## src/logic/rtcu_defs.svh

```systemverilog
// encoding, width and reset constants for the rotate-through-carry unit
`ifndef RTCU_DEFS_SVH
`define RTCU_DEFS_SVH
`define RTCU_OPC_POS 8
`define RTCU_OPC_W 6
`define RTCU_OPC_RL 6'h0d
`define RTCU_OPC_RR 6'h0c
`define RTCU_DEST_POS 7
`define RTCU_ADDR_W 7
`define RTCU_DATA_W 8
`define RTCU_W_RST 8'h00
`define RTCU_C_RST 1'b0
`define RTCU_INSTR_W 14
`endif

```

## src/logic/rtcu_pkg.sv

```systemverilog
// types for the rotate-through-carry unit
`include "rtcu_defs.svh"
package rtcu_pkg;
  typedef enum logic [1:0] {rtcu_decode, rtcu_read, rtcu_process, rtcu_write} rtcu_phase_e;
  typedef logic [`RTCU_DATA_W-1:0] rtcu_byte_t;
  typedef logic [`RTCU_ADDR_W-1:0] rtcu_addr_t;
endpackage

```

## src/logic/rtcu_rotate_unit.sv

```systemverilog
// rotate-through-carry datapath slice with four-phase sequencing
//
// Contract
// - read addressed register, shift one place
// - left: bits up, carry in, bit7 out
// - dest zero: result into accumulator only
// - dest one: result back into source
`timescale 1ns/1ns
`include "rtcu_defs.svh"
module rtcu_rotate_unit
  import rtcu_pkg::*;
(
  input wire logic clk, // 10 mhz core clock
  input wire logic nrst, // async reset, active low
  input wire logic instr_valid, // one-cycle pulse: new instruction
  input wire logic [`RTCU_INSTR_W-1:0] instr, // instruction word
  input wire logic [`RTCU_DATA_W-1:0] file_rdata, // register file read data
  output logic busy, // instruction in flight
  output logic [`RTCU_ADDR_W-1:0] file_addr, // register file address
  output logic file_rd, // read strobe, one cycle
  output logic file_wr, // write strobe, one cycle
  output logic [`RTCU_DATA_W-1:0] file_wdata, // write data
  output logic [`RTCU_DATA_W-1:0] acc, // working accumulator
  output logic carry, // carry flag
  output logic done // pulse at write phase end
);

  // ****************************************
  // decode helpers
  // ****************************************
  // opcode check used both at decode and in the checks
  function automatic logic rtcu_is_rot(input logic [`RTCU_INSTR_W-1:0] i);
    logic [`RTCU_OPC_W-1:0] op;
    op = i[`RTCU_OPC_POS +: `RTCU_OPC_W];
    return (op == `RTCU_OPC_RL) || (op == `RTCU_OPC_RR);
  endfunction

  // ****************************************
  // state
  // ****************************************
  rtcu_phase_e phase_reg, phase_next;
  logic busy_reg, busy_next;
  logic left_reg, left_next;
  logic dest_reg, dest_next;
  rtcu_addr_t addr_reg, addr_next;
  rtcu_byte_t opnd_reg, opnd_next;
  rtcu_byte_t res_reg, res_next;
  logic cout_reg, cout_next;
  rtcu_byte_t acc_reg, acc_next;
  logic c_reg, c_next;
  logic rd_reg, rd_next;
  logic wr_reg, wr_next;
  rtcu_byte_t wdata_reg, wdata_next;
  logic done_reg, done_next;

  // phase sequencing and datapath; non-rotate opcodes are ignored since other blocks own them
  always_comb begin
    phase_next = phase_reg;
    busy_next = busy_reg;
    left_next = left_reg;
    dest_next = dest_reg;
    addr_next = addr_reg;
    opnd_next = opnd_reg;
    res_next = res_reg;
    cout_next = cout_reg;
    acc_next = acc_reg;
    c_next = c_reg;
    rd_next = 1'b0;
    wr_next = 1'b0;
    wdata_next = wdata_reg;
    done_next = 1'b0;
    case (phase_reg)
      rtcu_decode: begin
        if (instr_valid && rtcu_is_rot(instr)) begin
          left_next = (instr[`RTCU_OPC_POS +: `RTCU_OPC_W] == `RTCU_OPC_RL);
          dest_next = instr[`RTCU_DEST_POS];
          addr_next = instr[`RTCU_ADDR_W-1:0];
          rd_next = 1'b1;
          busy_next = 1'b1;
          phase_next = rtcu_read;
        end
      end
      rtcu_read: begin
        // operand sampled at the end of the read-strobe cycle
        opnd_next = file_rdata;
        phase_next = rtcu_process;
      end
      rtcu_process: begin
        if (left_reg) begin
          res_next = {opnd_reg[`RTCU_DATA_W-2:0], c_reg};
          cout_next = opnd_reg[`RTCU_DATA_W-1];
        end else begin
          res_next = {c_reg, opnd_reg[`RTCU_DATA_W-1:1]};
          cout_next = opnd_reg[0];
        end
        phase_next = rtcu_write;
      end
      rtcu_write: begin
        c_next = cout_reg;
        if (dest_reg) begin
          wr_next = 1'b1;
          wdata_next = res_reg;
        end else begin
          acc_next = res_reg;
        end
        done_next = 1'b1;
        busy_next = 1'b0;
        phase_next = rtcu_decode;
      end
      default: begin
        phase_next = rtcu_decode;
        busy_next = 1'b0;
      end
    endcase
  end

  // registers only; reset values are constants
  always_ff @(posedge clk or negedge nrst) begin
    if (!nrst) begin
      phase_reg <= rtcu_decode;
      busy_reg <= 1'b0;
      left_reg <= 1'b0;
      dest_reg <= 1'b0;
      addr_reg <= '0;
      opnd_reg <= '0;
      res_reg <= '0;
      cout_reg <= 1'b0;
      acc_reg <= `RTCU_W_RST;
      c_reg <= `RTCU_C_RST;
      rd_reg <= 1'b0;
      wr_reg <= 1'b0;
      wdata_reg <= '0;
      done_reg <= 1'b0;
    end else begin
      phase_reg <= phase_next;
      busy_reg <= busy_next;
      left_reg <= left_next;
      dest_reg <= dest_next;
      addr_reg <= addr_next;
      opnd_reg <= opnd_next;
      res_reg <= res_next;
      cout_reg <= cout_next;
      acc_reg <= acc_next;
      c_reg <= c_next;
      rd_reg <= rd_next;
      wr_reg <= wr_next;
      wdata_reg <= wdata_next;
      done_reg <= done_next;
    end
  end

  // outputs straight from flops
  assign busy = busy_reg;
  assign file_addr = addr_reg;
  assign file_rd = rd_reg;
  assign file_wr = wr_reg;
  assign file_wdata = wdata_reg;
  assign acc = acc_reg;
  assign carry = c_reg;
  assign done = done_reg;
endmodule // rtcu_rotate_unit

```

## config.mk

```make
export PLATFORM = sky130hd
export DESIGN_NAME = rtcu_rotate_unit
export DESIGN_NICKNAME = d
export VERILOG_FILES = /design/src/logic/rtcu_pkg.sv /design/src/logic/rtcu_rotate_unit.sv
export VERILOG_INCLUDE_DIRS = /design/src /design/src/logic
export SDC_FILE = /design/constraint.sdc
export NUM_CORES = 1
export LEC_CHECK = 0
export BUFFER_PORTS_ARGS = -buffer_cell sky130_fd_sc_hd__buf_2
export CORE_MARGIN = 2
export CORE_UTILIZATION = 48
export DETAILED_ROUTE_END_ITERATION = 6
export GPL_ROUTABILITY_DRIVEN = 1
export GPL_TIMING_DRIVEN = 0
export PLACE_DENSITY = 0.74
export SLEW_MARGIN = 20
export SYNTH_ARGS = -nofsm -noshare
export SYNTH_HDL_FRONTEND = slang
export SYNTH_SLANG_ARGS = --single-unit
```

## constraint.sdc

```tcl
create_clock -name clk -period 2 [get_ports clk]
set_clock_uncertainty 0.1 [all_clocks]
set_input_delay 0.1 -clock clk [delete_from_list [all_inputs] [get_ports clk]]
set_output_delay 0.1 -clock clk [all_outputs]
set_load 0.005 [all_outputs]
```

==> results of run 1 <==
through the flow:
step | area [um2] | power, mW | utilization | cells
after floorplan | 2000 | 2.50 | - | 137
after global placement | 2320 | 2.89 | 0.580 | 239
after detailed placement | 2320 | 3.00 | 0.580 | 239
after CTS | 2620 | 3.72 | 0.654 | 265
after global routing | 2620 | 3.95 | 0.655 | 265
final | 2620 | 3.68 | 0.655 | 265
worst paths after layout:
kind,from,to,slack (ns)
max,phase_reg[0],file_addr[3],0.09
min reg2reg,acc[3],acc[3],0.41
min,instr[10],file_rd,0.07
max reg2reg,phase_reg[0],file_addr[3],0.09
min in group asynchronous,nrst,file_wdata[0],0.25
max in group asynchronous,nrst,acc[3],1.15
placed cells by master (no fill, tap or decap):
cell type / synthesis / routed
buf_2: 2 / 53
dfrtp_1: 49 / 49
mux2_2: 35 / 35
dlygate4sd3_1: 0 / 18
mux2i_1: 10 / 10
nor2_1: 10 / 10
a21oi_1: 9 / 9
ha_1: 5 / 5
clkbuf_8: 0 / 5
inv_1: 4 / 4
clkbuf_1: 2 / 2
nand2b_2: 1 / 1
nand4bb_4: 1 / 1
nor3_4: 1 / 1
nand2_1: 1 / 1
nor2b_1: 1 / 1
nand2b_1: 1 / 1
or4_2: 1 / 1
o211ai_1: 1 / 1
nand3_1: 1 / 1
clkbuf_2: 0 / 1
o21ai_0: 1 / 1
clkinvlp_4: 0 / 1
clkinv_4: 0 / 1
bufinv_16: 0 / 1
buf_4: 0 / 1
cell families (layout without fill, tap and decap cells):
group | count (synthesis) | after routing | share of synthesized area
flops | 49 | 49 | 0.614
compound gates | 11 | 11 | 0.0288
simple gates | 18 | 18 | 0.0602
fa+ha+maj | 5 | 5 | 0.0313
mux | 45 | 45 | 0.247
buf+inv | 9 | 87 | 0.0182
what timing repair did:
action	in CTS	in global routing
endpoints found under the hold margin	66	0
resized for setup	0	1
hold buffers	18	0
setup endpoints to repair	0	2
layout make-up:
type                       count  area [um2]
timing repair buffer          70         443
clock inverter                 3        46.3
fill                         305        1380
tap                           50        62.6
clock buffer                   5        68.8
buffer                         5        22.5
multi-input combinational     79         734
sequential                    49        1230
inverter                       4        15.0
routing by layer:
| layer | GRT usage | wire, um |
|---|---|---|
| met2 | 0.345 | 2060 |
| met5 | 0 | 0 |
| met3 | 0.0682 | 205 |
| met1 | 0.200 | 1550 |
| met4 | 0.0375 | 19 |
power groups by stage:
| stage | clock network [mW] | logic, mW | registers, mW |
|---|---|---|---|
| 6_report | 0.692 | 1.30 | 1.69 |
| 5_1_grt | 0.754 | 1.45 | 1.74 |
| 4_1_cts | 0.712 | 1.32 | 1.69 |
| 3_5_place_dp | 0 | 1.29 | 1.71 |
| 3_3_place_gp | 0 | 1.22 | 1.67 |
| 2_1_floorplan | 0 | 0.823 | 1.67 |
critical path, cell delays in order, from the launching register on:
cell and delay [ns]:
dfrtp_1 0.41, inv_1 0.13, ha_1 0.20, inv_1 0.09, nor3_4 0.48, mux2_2 0.40
==> results.txt, run 1 <==
status: completed
clock power share: 0.188
initial core utilization: 0.499
top cells by count, synth: dfrtp_1, mux2_2, mux2i_1, nor2_1, a21oi_1
switching power: 1.17 mW
syn nets: 167
CP endpoint kind: flip-flop
largest area contributor in the netlist: dfrtp_1
Syn Area/Cell: 14.6 um2
PortBufs: 52
number of flops mapped to enable cells by yosys: 0
area delta synth->final: 31.1%
PD cells: 1410 mW/mm2
clk_lat worst skew: 0.30 ns
DR vias/cell: 5.07
TritonCTS clock tree: done
Comb pwr share: 0.353
Yosys reg bits: 49
max_slew headroom: 0.607
CTS clock-pin slew for the worst setup and hold paths: 0.08 ns
first-pass GRT wire length: 6.21 mm
Ys Warns: 0
Iter 0 DRT Violations: 67
Seq pwr share: 0.459
asr flop ratio synth: 1.00
switching part of the total: 0.316
period utilization: 0.956
ANT cells: 0
post-place setup slack: 0.107 ns
Cells after Synth: 137
count leader, synth: dfrtp_1
CP Launch Type: flip-flop
reg2reg path depth: 5
DR vias: 1,343
Slew Limit Fails: 0
CP Max Fanout: 10
Achievable Freq: 523 MHz
vias in the first global route: 1,382
wirelength, routed: 3.84 mm
top cells by area, synth: dfrtp_1, mux2_2, mux2i_1, ha_1, a21oi_1
Final setup violation count: 0
total congestion overflow: 0
routed len/inst: 14.5 um
largest net degree at the start of global routing: 50
Total Routing Usage GR: 0.186
die area: 0.00469 mm2
Synth top area share: 0.614
MaxCap Viol Count: 0
final hold slack: 0.0745 ns
Crit Path Category: reg2reg
CP required: 2.08 ns
Top FF cell, synth: dfrtp_1
Rows: 23
CTS Buf Count: 5
Period minus WS final: 1.91 ns
DRT antenna net count: 0
Core ar.: 0.00400 mm2
internal power: 2.52 mW
CTS Sinks: 49
Final #Nets: 244
post-route setup TNS: 0 ns
hold depth: 3
TritonRoute pass-1 iters: 4
# DRC: 0
HP Class: in2reg
Arr. time, crit path: 1.99 ns
mapped cell area: 0.00200 mm2
RSZ-0062 raised after global routing: false
peak supply drop: 782 uV
setup repair bufs after CTS: 0
CTS max path bufs: 2
chip height: 68.5 um
post-route setup slack: 0.0879 ns
Lkg Pwr: 1.26 nW
count of different cell masters after synthesis: 20
HPWL Detailed: 2.75 mm
sequential share of the synthesized area: 0.614
share of cells above drive strength 1: 0.474
CTS H-Tree Depth: 2
Final Hold Fails: 0
initial antenna violation count: 0
Slew @ Worst Pin: 0.589 ns
Ports: 53
Placer Congestion: 0.763
Die Wd: 68.5 um
Clock Tree Root: clkbuf_8
Power figures use the tool's default switching activity.
==> run 2: changes to the inputs <==
==> constraint.sdc (replaced) <==
create_clock -name clk -period 1.9 [get_ports clk]
set_clock_uncertainty 0.1 [all_clocks]
set_input_delay 0.095 -clock clk [delete_from_list [all_inputs] [get_ports clk]]
set_output_delay 0.095 -clock clk [all_outputs]
set_load 0.005 [all_outputs]
==> run 2 against run 1 <==
Effect of this change:
- non-clock buffer count rose by 1
- critical endpoint is now busy
- final cell count is 0.38% higher
- count of clock-buffer cells in the layout did not move
- total power rose by 5.3%
==> results.txt, run 2 (same netlist as run 1, synthesis figures left out) <==
ANT cells: 0 (unchanged)
vias in the first global route: 1,385 (+0.22%)
HPWL Detailed: 2.75 mm (unchanged)
Ports: 53 (unchanged)
CTS clock-pin slew for the worst setup and hold paths: 0.09 ns (about the same)
Iter 0 DRT Violations: 80 (+19%)
period utilization: 0.927 (-0.0289)
cell family with most CP delay: simple AND/OR/NAND/NOR gates
DRT antenna net count: 0 (unchanged)
peak supply drop: 823 uV (+5.3%)
Slew Limit Fails: 0 (unchanged)
Clock Tree Root: clkbuf_8
Core ar.: 0.00400 mm2 (unchanged)
reg2reg start: phase_reg[0]
DR vias/cell: 5.04 (-0.60%)
post-route setup TNS: 0 ns (unchanged)
routed len/inst: 14.5 um (-0.17%)
MaxCap Viol Count: 0 (unchanged)
commonest non-fill, non-tap cell in the layout: buf_2
Crit path buffers/inverters: 2 (unchanged)
r2r setup slk: 0.14 ns (+0.05 ns)
first-pass GRT wire length: 6.21 mm (unchanged)
CTS Buf Count: 5 (unchanged)
max_slew headroom: 0.616 (+0.00817)
CP Launch Type: flip-flop
Total Routing Usage GR: 0.186 (unchanged)
Period minus WS final: 1.76 ns (-0.151 ns)
CP Max Fanout: 4 (-6)
max incr delay on CP: 0.68 ns (+0.20 ns)
DR vias: 1,340 (-0.22%)
critical path's most frequent cell: inv_1
hold depth: 4 (+1)
Achievable Freq: 568 MHz (+8.5%)
PD cells: 1470 mW/mm2 (+4.5%)
# DRC: 0 (unchanged)
CTS Sinks: 49 (unchanged)
Arr. time, crit path: 1.89 ns (-0.10 ns)
RSZ-0062 raised after global routing: false
fin util: 0.660 (+0.00500)
critical path cell sequence: inv_1 -> ha_1 -> inv_1 -> or4_2 -> nand3_1
min-delay src: instr[10]
Pwr Total: 3.88 mW (+5.3%)
Crit Path Category: reg2reg
CP Depth: 5 (unchanged)
Final Cell Area: 0.00264 mm2 (+0.76%)
largest net degree at the start of global routing: 50 (unchanged)
area delta synth->final: 32.1%
CP endpoint kind: flip-flop
TritonRoute pass-1 iters: 4 (unchanged)
chip height: 68.5 um (unchanged)
CP required: 2.03 ns (-0.05 ns)
Rows: 23 (unchanged)
Placer Congestion: 0.763 (unchanged)
Final setup violation count: 0 (unchanged)
DP Cell Count: 239 (unchanged)
die area: 0.00469 mm2 (unchanged)
most frequent cells in the layout: buf_2, dfrtp_1, mux2_2
total congestion overflow: 0 (unchanged)
Die Wd: 68.5 um (unchanged)
non-filler cells, final: 266 (+0.38%)
slowest stage cell, crit path: or4_2
share of cells above drive strength 1: 0.477 (+0.00243)
HP Class: in2reg
CTS H-Tree Depth: 2 (unchanged)
placed instance area: 0.00232 mm2 (unchanged)
Hold EP: busy
status: completed
reg2reg path depth: 5 (unchanged)
Slew @ Worst Pin: 0.577 ns (-0.0123 ns)
TritonCTS clock tree: done
wirelength, routed: 3.84 mm (+0.21%)
Lkg Pwr: 1.27 nW (+0.68%)
worst r2r dst: busy
CTS max path bufs: 2 (unchanged)
clk_lat worst skew: 0.30 ns (about the same)
Final #Nets: 245 (+0.41%)
PortBufs: 52 (unchanged)
initial core utilization: 0.499 (unchanged)
Final Hold Fails: 0 (unchanged)
initial antenna violation count: 0 (unchanged)
==> run 2: cell types whose count changed in the layout (fill, tap and decap cells not counted) <==
cell    before  now
buf_12       0    1
==> run 2: area by class of cell <==
| cell class | count | area [um2] |
|---|---|---|
| clock inverters | 3 | 46.3 |
| inverters | 4 | 15.0 |
| flip-flops and latches | 49 | 1230 |
| plain buffers | 5 | 22.5 |
| multi-input cells | 79 | 734 |
| repair buffers | 71 | 463 |
| fillers | 299 | 1360 |
| clock buffers | 5 | 68.8 |
| well taps | 50 | 62.6 |
==> run 2: timing repair <==
item,CTS,global route
hold buffers,18,0
endpoints found under the setup margin,1,17
hold endpoints to repair,66,0
pin swaps,1,1
gates resized for setup,0,1
setup buffers,0,1
==> run 2: per-stage QoR <==
step	hold WS (ns)	setup WS [ns]
final	0.134	0.138
after global routing	0.132	0.0108
after global placement	0.219	0.0910
after floorplan	-0.301	0.215
after detailed placement	0.230	0.00700
after CTS	0.0592	0.0665
==> run 2: worst max path at each step <==
stage	slack (ns)	start	to
CTS	0.07	phase_reg[0]	file_addr[5]
finish	0.14	phase_reg[0]	busy
global placement	0.09	phase_reg[0]	file_addr[0]
global route	0.01	phase_reg[0]	res_reg[7]
detailed placement	0.007	phase_reg[0]	file_addr[5]
floorplan	0.22	phase_reg[0]	dest_reg
==> run 2: power by group <==
part	leakage, nW	internal [mW]	switching (mW)	total [mW]
sequential	0.590	1.50	0.276	1.78
clock	0.0543	0.394	0.335	0.729
combinational	0.627	0.756	0.614	1.37
total	1.27	2.65	1.23	3.88
==> run 2: metal layers <==
metal,GRT usage,routed length (um)
met2,0.345,2070
met1,0.200,1550
met4,0.0375,19
met5,0,0
met3,0.0682,209
==> run 2: tightest hold or removal path, delay by kind of cell <==
family,cells,cell delay [ns]
buf+inv,1,0.11
simple gates,2,0.19
compound gates,1,0.09
